===== config.mk =====
export PLATFORM = sky130hd
export DESIGN_NAME = mrs_ctrl
export DESIGN_NICKNAME = d
export VERILOG_FILES = /design/src/mrs_pkg.sv /design/src/mrs_sync.sv /design/src/mrs_ctrl.sv
export VERILOG_INCLUDE_DIRS = /design/src
export SDC_FILE = /design/constraint.sdc
export NUM_CORES = 1
export LEC_CHECK = 0
export BUFFER_PORTS_ARGS = -buffer_cell sky130_fd_sc_hd__buf_2
export CAP_MARGIN = 20
export CORE_UTILIZATION = 25
export CTS_CLUSTER_DIAMETER = 80
export DETAILED_ROUTE_END_ITERATION = 16
export PLACE_DENSITY_LB_ADDON = 0.12
export SETUP_SLACK_MARGIN = 0.02
export SYNTH_ARGS = -nofsm -noshare
export SYNTH_HDL_FRONTEND = slang
export SYNTH_SLANG_ARGS = --single-unit

===== constraint.sdc =====
create_clock -name clk_sys -period 2.7 [get_ports clk_sys]
set_input_delay 0.135 -clock clk_sys [delete_from_list [all_inputs] [get_ports clk_sys]]
set_output_delay 0.135 -clock clk_sys [all_outputs]
set_load 0.1 [all_outputs]

===== src/mrs_map.svh =====
// Register offsets, reset values, codes and timing figures of the reset
// source controller. Assumes a 100 MHz system clock and 12-bit APB addresses.
`ifndef MRS_MAP_SVH
`define MRS_MAP_SVH

// Register byte offsets
`define MRS_OFS_VSEL      12'h000
`define MRS_OFS_CTRL      12'h004
`define MRS_OFS_WATCHDOG_CONTROL_REGISTER      12'h008
`define MRS_OFS_STAT      12'h00C

// Reset values
`define MRS_VSEL_POR      8'h55
`define MRS_WATCHDOG_CONTROL_REGISTER_POR      8'h53
`define MRS_PORT_INIT     8'hFF

// Threshold select codes, lowest to highest
`define MRS_VSEL_LV0      8'h55
`define MRS_VSEL_LV1      8'h33
`define MRS_VSEL_LV2      8'h99
`define MRS_VSEL_LV3      8'hAA

// Watchdog control upper field codes
`define MRS_WATCHDOG_CONTROL_REGISTER_DIS      5'h15
`define MRS_WATCHDOG_CONTROL_REGISTER_ENA      5'h0A

// Field positions
`define MRS_CTRL_KEEP     7
`define MRS_CTRL_LV       2
`define MRS_CTRL_VSEL     1
`define MRS_CTRL_WATCHDOG_CONTROL_REGISTER     0
`define MRS_STAT_TO       1
`define MRS_STAT_PD       0
`define MRS_WATCHDOG_CONTROL_REGISTER_EN_HI    7
`define MRS_WATCHDOG_CONTROL_REGISTER_EN_LO    3
`define MRS_WATCHDOG_CONTROL_REGISTER_WS_HI    2

// Timing
`define MRS_CLK_NS        10
`define MRS_POD_NS        50000000
`define MRS_UVQ_NS        120000
`define MRS_ACT_TICKS     2'h3
`define MRS_SST_FAST_INTERNAL_OSCILLATOR      24'h00_0010
`define MRS_SST_HXT       24'h00_0400
`define MRS_SST_SLOW_INTERNAL_OSCILLATOR      24'h00_0002

`endif


===== src/mrs_pkg.sv =====
// Types shared by the reset source controller files.
// Assumes nothing beyond a SystemVerilog compiler.
`default_nettype none

package mrs_pkg;

  typedef enum logic [4:0] {
    MRS_ST_POR    = 5'h01,
    MRS_ST_RUN    = 5'h02,
    MRS_ST_ARM    = 5'h04,
    MRS_ST_HOLD   = 5'h08,
    MRS_ST_SETTLE = 5'h10
  } mrs_state_t;

  typedef enum logic [1:0] {
    MRS_OSC_FAST_INTERNAL_OSCILLATOR = 2'h0,
    MRS_OSC_HXT  = 2'h1,
    MRS_OSC_SLOW_INTERNAL_OSCILLATOR = 2'h2
  } mrs_osc_t;

  typedef struct packed {
    logic idle_clock_keep;
    logic low_voltage_flag;
    logic voltage_select_invalid_flag;
    logic watchdog_ctrl_invalid_flag;
  } mrs_flags_t;

  typedef struct packed {
    logic timeout_flag;
    logic power_down_flag;
  } mrs_status_t;

endpackage : mrs_pkg

`default_nettype wire


===== src/mrs_sync.sv =====
// Two-stage synchroniser for inputs arriving from outside clk_sys.
// Assumes the inputs are levels that stay stable for several cycles.
`default_nettype none

module mrs_sync #(
  parameter int WIDTH = 1
) (
  input  wire logic             clk_sys,
  input  wire logic             resetn,
  input  wire logic [WIDTH-1:0] async_in,
  output logic      [WIDTH-1:0] sync_out
);

  logic [WIDTH-1:0] meta_q;

  genvar gi;
  generate
    for (gi = 0; gi < WIDTH; gi++) begin : g_bit
      always_ff @(posedge clk_sys or negedge resetn) begin
        if (!resetn) begin
          meta_q[gi]   <= 1'b0;
          sync_out[gi] <= 1'b0;
        end else begin
          meta_q[gi]   <= async_in[gi];
          sync_out[gi] <= meta_q[gi];
        end
      end
    end
  endgenerate

endmodule : mrs_sync

`default_nettype wire


===== src/mrs_ctrl.sv =====
// Reset source controller: merges power-on, under-voltage, watchdog and
// invalid-code resets into one internal reset, keeps the cause flags.
// Assumes resetn is the power-on reset, an APB master on clk_sys, and a
// watchdog counter and core on clk_sys; detector and slow oscillator are pins.
//
// Function
// - Power-on reset clears the program counter to zero.
// - Power-on reset presets all port data and direction bits to ones.
// - Internal reset held a power-on delay, typically 50 ms.
// - Qualified under-voltage resets the device and sets the low-voltage flag.
// - Under-voltage shorter than the qualify time is ignored.
// - Only four threshold select codes are valid.
// - Invalid select code resets after 2-3 slow ticks, restores its value.
// - Invalid select code sets the select-invalid flag.
// - Genuine under-voltage reset after 2-3 slow ticks keeps select value.
// - Under-voltage reset is disabled while powered down.
// - Threshold select register powers up as 0x55.
// - Hardware only sets the cause flags; software clears them.
// - Control flags bits 6 to 3 read zero.
// - Normal watchdog time-out acts like power-on, plus timeout flag.
// - Sleep watchdog time-out clears only PC and stack, sets timeout.
// - Wake settle time depends on the selected oscillator.
// - Watchdog control upper field other than 10101 or 01010 resets.
// - Such a reset sets the watchdog-control-invalid flag.
// - Power-on reset is automatic and sets no cause flag.
// - Power-on clears timeout and power-down flags; sleep time-out sets both.
// - Watchdog control register resets to 0x53 on full resets other than under-voltage resets.
//
// The implementer's own choices: the register addresses and register access over APB.
`default_nettype none
`include "mrs_map.svh"

module mrs_ctrl #(
  parameter logic [23:0] POD_CYC  = 24'(`MRS_POD_NS / `MRS_CLK_NS),
  parameter logic [23:0] QUAL_CYC = 24'(`MRS_UVQ_NS / `MRS_CLK_NS)
) (
  input  wire logic             clk_sys,
  input  wire logic             resetn,
  // APB slave
  input  wire logic             psel,
  input  wire logic             penable,
  input  wire logic             pwrite,
  input  wire logic [11:0]      paddr,
  input  wire logic [31:0]      pwdata,
  output logic      [31:0]      prdata,
  output logic                  pready,
  output logic                  pslverr,
  // Pins from outside the clock domain
  input  wire logic             under_voltage,
  input  wire logic             slow_internal_oscillator,
  // Core and watchdog side, same clock
  input  wire logic             wdt_timeout,
  input  wire logic             sleep_mode,
  input  wire logic             idle_mode,
  input  wire mrs_pkg::mrs_osc_t osc_sel,
  // Reset outputs
  output logic                  core_reset_n,
  output logic                  pc_sp_clear,
  output logic                  port_preset,
  output logic      [7:0]       port_init_value,
  output logic                  watchdog_enable,
  output logic      [2:0]       watchdog_period,
  output logic                  idle_clock_keep,
  output mrs_pkg::mrs_status_t  status
);

  mrs_pkg::mrs_state_t  state_q;
  mrs_pkg::mrs_flags_t  flags_q;
  mrs_pkg::mrs_status_t stat_q;
  logic [7:0]  vsel_q;
  logic [7:0]  watchdog_control_register_q;
  logic [23:0] cnt_q;
  logic [23:0] lvq_q;
  logic [1:0]  tick_q;
  logic        wake_q;
  logic        cause_lvd_q;
  logic        slow_internal_oscillator_prev_q;
  logic [31:0] prdata_q;
  logic [7:0]  port_q;

  logic [1:0]  sync_s;
  logic        uv_s;
  logic        slow_internal_oscillator_s;
  logic        slow_internal_oscillator_tick;
  logic        vsel_bad;
  logic        watchdog_control_register_bad;
  logic        lvd_hit;
  logic        full_req;
  logic        wake_req;
  logic        activate;
  logic        wr_en;
  logic        rd_en;
  logic        addr_ok;
  logic [23:0] settle_cyc;

  // Both pins pass two flip-flops before use
  mrs_sync #(
    .WIDTH (2)
  ) u_sync (
    .clk_sys  (clk_sys),
    .resetn   (resetn),
    .async_in ({under_voltage, slow_internal_oscillator}),
    .sync_out (sync_s)
  );

  assign uv_s   = sync_s[1];
  assign slow_internal_oscillator_s = sync_s[0];

  // Slow oscillator rising edge marks one slow tick
  always_ff @(posedge clk_sys or negedge resetn) begin
    if (!resetn) begin
      slow_internal_oscillator_prev_q <= 1'b0;
    end else begin
      slow_internal_oscillator_prev_q <= slow_internal_oscillator_s;
    end
  end

  assign slow_internal_oscillator_tick = slow_internal_oscillator_s & ~slow_internal_oscillator_prev_q;

  // Code checks
  always_comb begin
    vsel_bad = 1'b1;
    unique case (vsel_q)
      `MRS_VSEL_LV0,
      `MRS_VSEL_LV1,
      `MRS_VSEL_LV2,
      `MRS_VSEL_LV3: vsel_bad = 1'b0;
      default:       vsel_bad = 1'b1;
    endcase
  end

  assign watchdog_control_register_bad =
    (watchdog_control_register_q[`MRS_WATCHDOG_CONTROL_REGISTER_EN_HI:`MRS_WATCHDOG_CONTROL_REGISTER_EN_LO] != `MRS_WATCHDOG_CONTROL_REGISTER_DIS) &&
    (watchdog_control_register_q[`MRS_WATCHDOG_CONTROL_REGISTER_EN_HI:`MRS_WATCHDOG_CONTROL_REGISTER_EN_LO] != `MRS_WATCHDOG_CONTROL_REGISTER_ENA);

  // Under-voltage qualification; counter restarts on any glitch
  always_ff @(posedge clk_sys or negedge resetn) begin
    if (!resetn) begin
      lvq_q <= 24'h00_0000;
    end else if (!uv_s || sleep_mode) begin
      lvq_q <= 24'h00_0000;
    end else if (lvq_q != QUAL_CYC) begin
      lvq_q <= lvq_q + 24'h00_0001;
    end
  end

  // One pulse when the low level has lasted the full qualify time
  assign lvd_hit = uv_s && !sleep_mode &&
                   (lvq_q == QUAL_CYC - 24'h00_0001);

  assign full_req = lvd_hit || vsel_bad || watchdog_control_register_bad ||
                    (wdt_timeout && !sleep_mode && !idle_mode);
  assign wake_req = wdt_timeout && (sleep_mode || idle_mode);

  // Third slow tick: a full 2 to 3 slow cycles pass after the request
  assign activate = (state_q == mrs_pkg::MRS_ST_ARM) && slow_internal_oscillator_tick &&
                    (tick_q == `MRS_ACT_TICKS - 2'h1);

  always_comb begin
    unique case (osc_sel)
      mrs_pkg::MRS_OSC_HXT:  settle_cyc = `MRS_SST_HXT;
      mrs_pkg::MRS_OSC_SLOW_INTERNAL_OSCILLATOR: settle_cyc = `MRS_SST_SLOW_INTERNAL_OSCILLATOR;
      default:               settle_cyc = `MRS_SST_FAST_INTERNAL_OSCILLATOR;
    endcase
  end

  // Sequencer
  always_ff @(posedge clk_sys or negedge resetn) begin
    if (!resetn) begin
      state_q     <= mrs_pkg::MRS_ST_POR;
      cnt_q       <= 24'h00_0000;
      tick_q      <= 2'h0;
      wake_q      <= 1'b0;
      cause_lvd_q <= 1'b0;
    end else begin
      unique case (state_q)
        mrs_pkg::MRS_ST_POR: begin
          if (cnt_q == POD_CYC - 24'h00_0001) begin
            state_q <= mrs_pkg::MRS_ST_RUN;
            cnt_q   <= 24'h00_0000;
          end else begin
            cnt_q <= cnt_q + 24'h00_0001;
          end
        end
        mrs_pkg::MRS_ST_RUN: begin
          tick_q <= 2'h0;
          if (full_req) begin
            state_q     <= mrs_pkg::MRS_ST_ARM;
            wake_q      <= 1'b0;
            cause_lvd_q <= lvd_hit && !vsel_bad && !watchdog_control_register_bad;
          end else if (wake_req) begin
            state_q     <= mrs_pkg::MRS_ST_ARM;
            wake_q      <= 1'b1;
            cause_lvd_q <= 1'b0;
          end
        end
        mrs_pkg::MRS_ST_ARM: begin
          if (slow_internal_oscillator_tick) begin
            tick_q <= tick_q + 2'h1;
          end
          if (activate) begin
            state_q <= wake_q ? mrs_pkg::MRS_ST_SETTLE
                              : mrs_pkg::MRS_ST_HOLD;
            cnt_q   <= 24'h00_0000;
          end
        end
        mrs_pkg::MRS_ST_HOLD: begin
          if (cnt_q == POD_CYC - 24'h00_0001) begin
            state_q <= mrs_pkg::MRS_ST_RUN;
            cnt_q   <= 24'h00_0000;
          end else begin
            cnt_q <= cnt_q + 24'h00_0001;
          end
        end
        mrs_pkg::MRS_ST_SETTLE: begin
          if (cnt_q >= settle_cyc - 24'h00_0001) begin
            state_q <= mrs_pkg::MRS_ST_RUN;
            cnt_q   <= 24'h00_0000;
          end else begin
            cnt_q <= cnt_q + 24'h00_0001;
          end
        end
        default: begin
          state_q <= mrs_pkg::MRS_ST_POR;
          cnt_q   <= 24'h00_0000;
        end
      endcase
    end
  end

  // APB decode; zero wait states, read data captured in the setup phase
  assign wr_en   = psel && penable && pwrite;
  assign rd_en   = psel && !penable && !pwrite;
  assign addr_ok = (paddr == `MRS_OFS_VSEL) || (paddr == `MRS_OFS_CTRL) ||
                   (paddr == `MRS_OFS_WATCHDOG_CONTROL_REGISTER) || (paddr == `MRS_OFS_STAT);
  assign pready  = 1'b1;
  assign pslverr = psel && penable && !addr_ok;

  always_ff @(posedge clk_sys or negedge resetn) begin
    if (!resetn) begin
      prdata_q <= 32'h0000_0000;
    end else if (rd_en) begin
      prdata_q <= 32'h0000_0000;
      unique case (paddr)
        `MRS_OFS_VSEL: prdata_q[7:0] <= vsel_q;
        `MRS_OFS_CTRL: begin
          prdata_q[`MRS_CTRL_KEEP] <= flags_q.idle_clock_keep;
          prdata_q[`MRS_CTRL_LV]   <= flags_q.low_voltage_flag;
          prdata_q[`MRS_CTRL_VSEL] <= flags_q.voltage_select_invalid_flag;
          prdata_q[`MRS_CTRL_WATCHDOG_CONTROL_REGISTER] <= flags_q.watchdog_ctrl_invalid_flag;
        end
        `MRS_OFS_WATCHDOG_CONTROL_REGISTER: prdata_q[7:0] <= watchdog_control_register_q;
        `MRS_OFS_STAT: begin
          prdata_q[`MRS_STAT_TO] <= stat_q.timeout_flag;
          prdata_q[`MRS_STAT_PD] <= stat_q.power_down_flag;
        end
        default: prdata_q <= 32'h0000_0000;
      endcase
    end
  end

  assign prdata = prdata_q;

  // Threshold select register; invalid codes restored when reset fires
  always_ff @(posedge clk_sys or negedge resetn) begin
    if (!resetn) begin
      vsel_q <= `MRS_VSEL_POR;
    end else if (activate && !wake_q && !cause_lvd_q) begin
      vsel_q <= `MRS_VSEL_POR;
    end else if (wr_en && paddr == `MRS_OFS_VSEL) begin
      vsel_q <= pwdata[7:0];
    end
  end

  // Watchdog control register
  always_ff @(posedge clk_sys or negedge resetn) begin
    if (!resetn) begin
      watchdog_control_register_q <= `MRS_WATCHDOG_CONTROL_REGISTER_POR;
    end else if (activate && !wake_q && !cause_lvd_q) begin
      watchdog_control_register_q <= `MRS_WATCHDOG_CONTROL_REGISTER_POR;
    end else if (wr_en && paddr == `MRS_OFS_WATCHDOG_CONTROL_REGISTER) begin
      watchdog_control_register_q <= pwdata[7:0];
    end
  end

  // Cause flags: hardware set beats a software clear in the same cycle
  always_ff @(posedge clk_sys or negedge resetn) begin
    if (!resetn) begin
      flags_q <= '0;
    end else begin
      if (wr_en && paddr == `MRS_OFS_CTRL) begin
        flags_q.idle_clock_keep <= pwdata[`MRS_CTRL_KEEP];
      end
      if (lvd_hit) begin
        flags_q.low_voltage_flag <= 1'b1;
      end else if (wr_en && paddr == `MRS_OFS_CTRL &&
                   !pwdata[`MRS_CTRL_LV]) begin
        flags_q.low_voltage_flag <= 1'b0;
      end
      if (vsel_bad) begin
        flags_q.voltage_select_invalid_flag <= 1'b1;
      end else if (wr_en && paddr == `MRS_OFS_CTRL &&
                   !pwdata[`MRS_CTRL_VSEL]) begin
        flags_q.voltage_select_invalid_flag <= 1'b0;
      end
      if (watchdog_control_register_bad) begin
        flags_q.watchdog_ctrl_invalid_flag <= 1'b1;
      end else if (wr_en && paddr == `MRS_OFS_CTRL &&
                   !pwdata[`MRS_CTRL_WATCHDOG_CONTROL_REGISTER]) begin
        flags_q.watchdog_ctrl_invalid_flag <= 1'b0;
      end
    end
  end

  // Timeout and power-down flags; only power-on clears them
  always_ff @(posedge clk_sys or negedge resetn) begin
    if (!resetn) begin
      stat_q <= '0;
    end else if (activate) begin
      stat_q.timeout_flag <= 1'b1;
      if (wake_q) begin
        stat_q.power_down_flag <= 1'b1;
      end
    end
  end

  // Port preset value held in a register for the port block
  always_ff @(posedge clk_sys or negedge resetn) begin
    if (!resetn) begin
      port_q <= `MRS_PORT_INIT;
    end else begin
      port_q <= `MRS_PORT_INIT;
    end
  end

  // Outputs
  assign core_reset_n    = !(state_q == mrs_pkg::MRS_ST_POR ||
                             state_q == mrs_pkg::MRS_ST_HOLD);
  assign pc_sp_clear     = !core_reset_n ||
                           state_q == mrs_pkg::MRS_ST_SETTLE;
  assign port_preset     = !core_reset_n;
  assign port_init_value = port_q;
  assign watchdog_enable =
    watchdog_control_register_q[`MRS_WATCHDOG_CONTROL_REGISTER_EN_HI:`MRS_WATCHDOG_CONTROL_REGISTER_EN_LO] == `MRS_WATCHDOG_CONTROL_REGISTER_ENA;
  assign watchdog_period = watchdog_control_register_q[`MRS_WATCHDOG_CONTROL_REGISTER_WS_HI:0];
  assign idle_clock_keep = flags_q.idle_clock_keep;
  assign status          = stat_q;

endmodule : mrs_ctrl

`default_nettype wire


# Word level (Yosys, flattened, before mapping)
# Cells that the tools add are included.
# word_totals
word_cells	151
register_bits	92
# op_classes
order_cmp	1
n_mux	35
n_addsub	4
n_eq_ne	27
bitwise_logic	3
reduce_logical	61
# ops
op	count
$mux W24	5
$pmux W24 S4	1
$add A24 B1 Y24 const B	2
$mux W8	4
$mux W5	6
$eq A12 B4 Y1 const B	2
$eq A24 B14 Y1 const B	1
$eq A24 B23 Y1 const B	1
$ge A24 B24 Y1	1
$ne A24 B14 Y1 const B	1
$sub A24 B1 Y24 const B	1
$logic_and A1 B1 Y1	23
$pmux W11 S2	1
$pmux W5 S4	1
$eq A8 B8 Y1 const B	2
$reduce_bool A2 Y1	7
$logic_not A1 Y1	13
$eq A12 B3 Y1 const B	1
$logic_not A12 Y1	1
$mux W1	11
$eq A5 B4 Y1 const B	2
$logic_or A1 B1 Y1	10
$eq A8 B6 Y1 const B	1
$eq A8 B7 Y1 const B	1
23 further kinds	32

# Logic depth before layout (Yosys ltp)
# depth
word_depth	8
ltp_mapped	9

# Cells and area by module
# A second synthesis with hierarchy kept.
# hier_totals
cells_unflattened	552
area_unflattened_um2	5177.5
# by_module_without_submodules
module	area_per_inst_um2	instances	cells_each
mrs_ctrl	5077.4	1	548
mrs_sync	100.1	1	4

# Worst setup path after synthesis
# No wires, ideal clock.
# synth_path
path_type	register to register
from	register state_q[0]
to	register state_q[0]
synth_period_minus_slack_ns	6.752
t_arrival_ns	6.675
path_slack_ns	-4.052
setup_time_ns	0.077
stages_incl_launch_ff	7
n_path_buf	0
path_cell_list	dfstp_2 -> xnor2_1 -> nor4_1 -> inv_1 -> nand2_1 -> nor3_1 -> a21o_1
# synth_between
elab_chain_len	5
word_cells_on_any_way	14
classes_between	eq/ne: 9; mux: 1; reduce/logical: 4
# synth_lines
element	line	rtl
start: declaration	mrs_ctrl.sv:67	mrs_pkg::mrs_state_t state_q;
start signal: assignment	mrs_ctrl.sv:170	state_q <= mrs_pkg::MRS_ST_POR;
start signal: assignment	mrs_ctrl.sv:179	state_q <= mrs_pkg::MRS_ST_RUN;
start signal: assignment	mrs_ctrl.sv:188	state_q <= mrs_pkg::MRS_ST_ARM;
$eq A5 B3 Y1	mrs_ctrl.sv:156, mrs_ctrl.sv:176	
$logic_and A1 B1 Y1 (2 in a row)	mrs_ctrl.sv:156	assign activate = (state_q == mrs_pkg::MRS_ST_ARM) && slow_internal_oscillator_tick &&
$ne A2 B2 Y1 (no source line)	--	
$reduce_and A4 Y1 (no source line)	--	
# Parallel ways exist; a longest one is shown, timed or not.
# A chain may end at the register's enable or synchronous reset.

# Worst setup path in the final report
# layout_path
from	register cnt_q[5]
to	register cnt_q[23]
# layout_between
elab_chain_len	3
word_cells_on_any_way	6
classes_between	add/sub: 1; order compare: 1; eq/ne: 1; mux: 3
# layout_lines
element	line	rtl
start: declaration	mrs_ctrl.sv:72	logic [23:0] cnt_q;
start signal: assignment	mrs_ctrl.sv:182	cnt_q <= cnt_q + 24'h00_0001;
start signal: assignment	mrs_ctrl.sv:212	cnt_q <= cnt_q + 24'h00_0001;
start signal: assignment	mrs_ctrl.sv:220	cnt_q <= cnt_q + 24'h00_0001;
$add A24 B1 Y24 (tied with other cells)	mrs_ctrl.sv:182, mrs_ctrl.sv:212, mrs_ctrl.sv:220	
$mux W24, on equally long branches	mrs_ctrl.sv:216, mrs_ctrl.sv:178, mrs_ctrl.sv:208	
$pmux W24 S4 (*)	mrs_ctrl.sv:176	unique case (state_q)
# Mark *: on every way between the ends. The rest lies on a longest branch, timed or not.

==> Flow_metrics.wiki <==
{| class="wikitable"
! Metric !! Value
|-
| Result of the run || complete, no violations
|-
| Clock buffer count from CTS || 9
|-
| Max Fanout on Critical Path || 28
|-
| Time the final worst path needs with I/O delays and setup || 2373 ps
|-
| Global-route wire length before repair || 20,720 um
|-
| Wirelength, routed || 12,560 um
|-
| Height of the die || 145.9 um
|-
| Warnings from Yosys || 0
|-
| Combinational power share || approximately a tenth
|-
| Async set-reset flop share out of synthesis || 100.0%
|-
| Max Clk Rate || 421.5 MHz
|-
| Cell internal pwr || 0.002191 W
|-
| DP Wirelength || 9214 um
|-
| Root buf cell || sky130_fd_sc_hd__clkbuf_16
|-
| Final-report hold violation count || 0
|-
| Post-Synthesis Cell Area || approximately 5200 um^2
|-
| Series of cell instances along the critical path || ha_1 > a21oi_1 > o21ai_0 > a2111o_1 > o21a_4 > or3_1 > o21ai_1
|-
| Row count || 52
|-
| Maximum vdd ir drop || 0.0002118 V
|-
| Switching part of the total power || 27.42%
|-
| Period utilization || 87.88%
|-
| Area enclosed by the die boundary || between 20,000 and 25,000 um^2
|-
| Final count of pins violating max slew || 0
|-
| Area after detailed placement || 5769 um^2
|-
| Place WS || roughly 150 ps
|-
| Static leakage power || around 2.7 nW
|-
| Skew-Pair Late Insertion Delay || 350 ps
|-
| DRC Markers || 0
|-
| Wirelength per Cell || 14.09 um
|-
| Sw Pwr || 0.0008275 W
|-
| Stage delay of the slowest cell on the critical path || 470 ps
|-
| Post-synthesis sequential element count || 92
|-
| Data required time at the worst endpoint || a little under 3000 ps
|-
| Post-layout power || a little over 0.003 W
|-
| Clock transition time at the flip-flop clock pins of the worst setup and hold paths || 70 ps
|-
| Area of the placeable core || 20,300 um^2
|-
| Number of antenna violations at the first check in global routing || 0
|-
| Post-detailed-route via-to-cell ratio || 4.572
|-
| Main flop type after synthesis || sky130_fd_sc_hd__dfrtp_1
|-
| Worst setup margin || 327.3 ps
|-
| Number of enable-type register cells in the synthesized netlist || 0
|-
| Count of TritonRoute iterations in the first routing pass || 4
|-
| Number of instances in the synthesized netlist || 552
|-
| CP Launch Type || register
|-
| Maximum level of the CTS H-tree || 3
|-
| Unique cell type count in the Yosys netlist || 50
|-
| Actual transition at the worst max-transition pin || approximately 660 ps
|-
| Clock network fraction of total power || 43.4%
|-
| Count of vias placed by the detailed router || approximately 4,100
|-
| GP Congestion || 0.7656
|-
| Master of the slowest instance on the critical path || sky130_fd_sc_hd__a2111o_1
|-
| Chip Width || 145.9 um
|-
| Crit Path Class || register to register
|-
| Port bufs || 50
|-
| RSZ-0062 raised after global routing || false
|-
| Worst EP arrival || roughly 2700 ps
|-
| Hold/Removal Path Class || input port to register
|-
| Total I/O pin count || between 100 and 150
|-
| Clock Path Buffers || 2
|-
| Type of element capturing the critical path || register
|-
| Setup TNS Final || 0 ps
|-
| Sink count of the clock tree || 92
|-
| Setup Skew || about 9 ps
|-
| Share of cells above drive strength 1 || 18.36%
|-
| Hold slack final || approximately 24 ps
|-
| Mapped Avg Cell Area || 9.379 um^2
|-
| Sequential cell area fraction in the yosys report || 44.68%
|-
| Max-cap check violation count || 0
|-
| # diodes || 0
|-
| Count of nets after finishing || 685
|-
| Number of global-route vias before repair || 4,029
|-
| Remaining global-route overflow || 0
|-
| Number of nets still failing antenna checks after routing || 0
|-
| Maximum number of pins on one net before global-route repair || 41
|-
| Total Routing Usage GR || 12.26%
|-
| Worst slew margin || 56.22%
|-
| CTS tree || built
|-
| Cell Pwr Density || 494.0 nW/um^2
|-
| Non-Filler Cell Area, Final || 6110 um^2
|-
| Initial DRC count || ~150
|-
| Sequential power share || 46.0%
|-
| Starting density of the core || between 20 and 30%
|-
| Relative area change from synthesis to final layout || 18.00%
|-
| Final number of setup-violating endpoints || 0
|}
[layout by cell type (no fill, tap or decap), types with 20 or more instances in the layout]
cell type                 synthesis  routed
sky130_fd_sc_hd__a21oi_1         28      28
sky130_fd_sc_hd__buf_2            2      49
sky130_fd_sc_hd__buf_4           36      20
sky130_fd_sc_hd__conb_1           2      33
sky130_fd_sc_hd__dfrtp_1         83      83
sky130_fd_sc_hd__inv_1           22      21
sky130_fd_sc_hd__mux2i_1         28      28
sky130_fd_sc_hd__nand2_1         53      52
sky130_fd_sc_hd__nand3_1         27      27
sky130_fd_sc_hd__nor2_1          50      50
sky130_fd_sc_hd__o21ai_0         40      26
sky130_fd_sc_hd__or3_1           20      20
[cell type report]
class / instances / area (um^2)
multi-input cells: 419 / 2643
flip-flops and latches: 92 / 2313
clock inverters: 4 / 47.55
repair buffers: 72 / 425.4
fillers: 2129 / 14190
well taps: 270 / 337.8
clock buffers: 12 / 256.5
inverters: 22 / 86.33
[critical path: cells and delay by family, from the launching register on]
| kind | cells | cell delay, ps |
|---|---|---|
| fa+ha+maj | 1 | 330 |
| compound gates | 5 | 1150 |
| simple gates | 1 | 370 |
| flops | 1 | 440 |
[cell usage after synthesis (10+ instances only)]
cell type / instances / area share (%)
sky130_fd_sc_hd__nor4_1: 10 / 1.2
sky130_fd_sc_hd__and3_1: 12 / 1.4
sky130_fd_sc_hd__buf_4: 36 / 5.2
sky130_fd_sc_hd__nand2_1: 53 / 3.8
sky130_fd_sc_hd__a21oi_1: 28 / 2.7
sky130_fd_sc_hd__dfrtp_1: 83 / 40
sky130_fd_sc_hd__nand4_1: 14 / 1.7
sky130_fd_sc_hd__nor2_1: 50 / 3.6
sky130_fd_sc_hd__ha_1: 13 / 3.1
sky130_fd_sc_hd__o21ai_0: 40 / 3.9
sky130_fd_sc_hd__nand3_1: 27 / 2.6
sky130_fd_sc_hd__or3_1: 20 / 2.4
sky130_fd_sc_hd__mux2i_1: 28 / 5.4
sky130_fd_sc_hd__inv_1: 22 / 1.6
[worst paths after layout]
kind,to,from,slack [ps],cells past startpoint
setup / recovery,cnt_q[23],cnt_q[5],330,7
hold / removal,watchdog_control_register_q[6],pwdata[6],20,3
setup reg to reg,cnt_q[23],cnt_q[5],330,7
hold reg to reg,u_sync.sync_out[0],u_sync.meta_q[0],350,0
max in group asynchronous,vsel_q[0],resetn,1560,3
min in group asynchronous,cnt_q[2],resetn,320,2
[routing by layer]
metal	track usage [%]	routed length, um	vias to the layer above
met5	0	0	-
li1	-	-	2015
met3	1.975	501	15
met2	19.88	5826	87
met1	16.04	5992	1957
met4	5.474	238	0
[logic make-up after synthesis]
group / synth area share (%)
muxes: 6.501
other: 0.1451
xor gates and xnor gates: 2.876
DFF: 44.68
AOI/OAI and AO/OA: 10.27
and+or+nand+nor: 24.21
adders and majority gates: 3.142
buffers and inverters: 8.168
[metrics by stage]
stage / utilization, % / cells
detailed placement: 28.42 / 872
global placement: 28.42 / 872
CTS: 30.07 / 891
floorplan: - / 583
finish: 30.10 / 891
global route: 30.10 / 891
[registers in the layout, indices dropped and copies added (netlist names)]
| signal | count |
|---|---|
| cause_lvd_q | 1 |
| cnt_q | 24 |
| flags_q | 3 |
| idle_clock_keep | 1 |
| lvq_q | 24 |
| prdata | 8 |
| slow_internal_oscillator_prev_q | 1 |
| state_q | 5 |
| status | 2 |
| tick_q | 2 |
| u_sync.meta_q | 2 |
| u_sync.sync_out | 2 |
| vsel_q | 8 |
| wake_q | 1 |
| watchdog_control_register_q | 8 |
[timing repair]
action | CTS | global route
gates resized for setup | 0 | 1
setup buffers | 0 | 0
setup endpoints to repair | 0 | 7
hold buffers | 3 | 0
endpoints found under the hold margin | 34 | 0
[power groups by stage]
stage / Clock, W / Combinational, W / Sequential, W
5_1_grt: 0.00141 / 0.000338 / 0.00139
6_report: 0.00131 / 0.000319 / 0.00139
3_3_place_gp: 0 / 0.000317 / 0.00141
4_1_cts: 0.00137 / 0.000323 / 0.00139
3_5_place_dp: 0 / 0.000320 / 0.00141
2_1_floorplan: 0 / 0.000285 / 0.00141
Note: power is estimated with default switching activity, not from simulation.
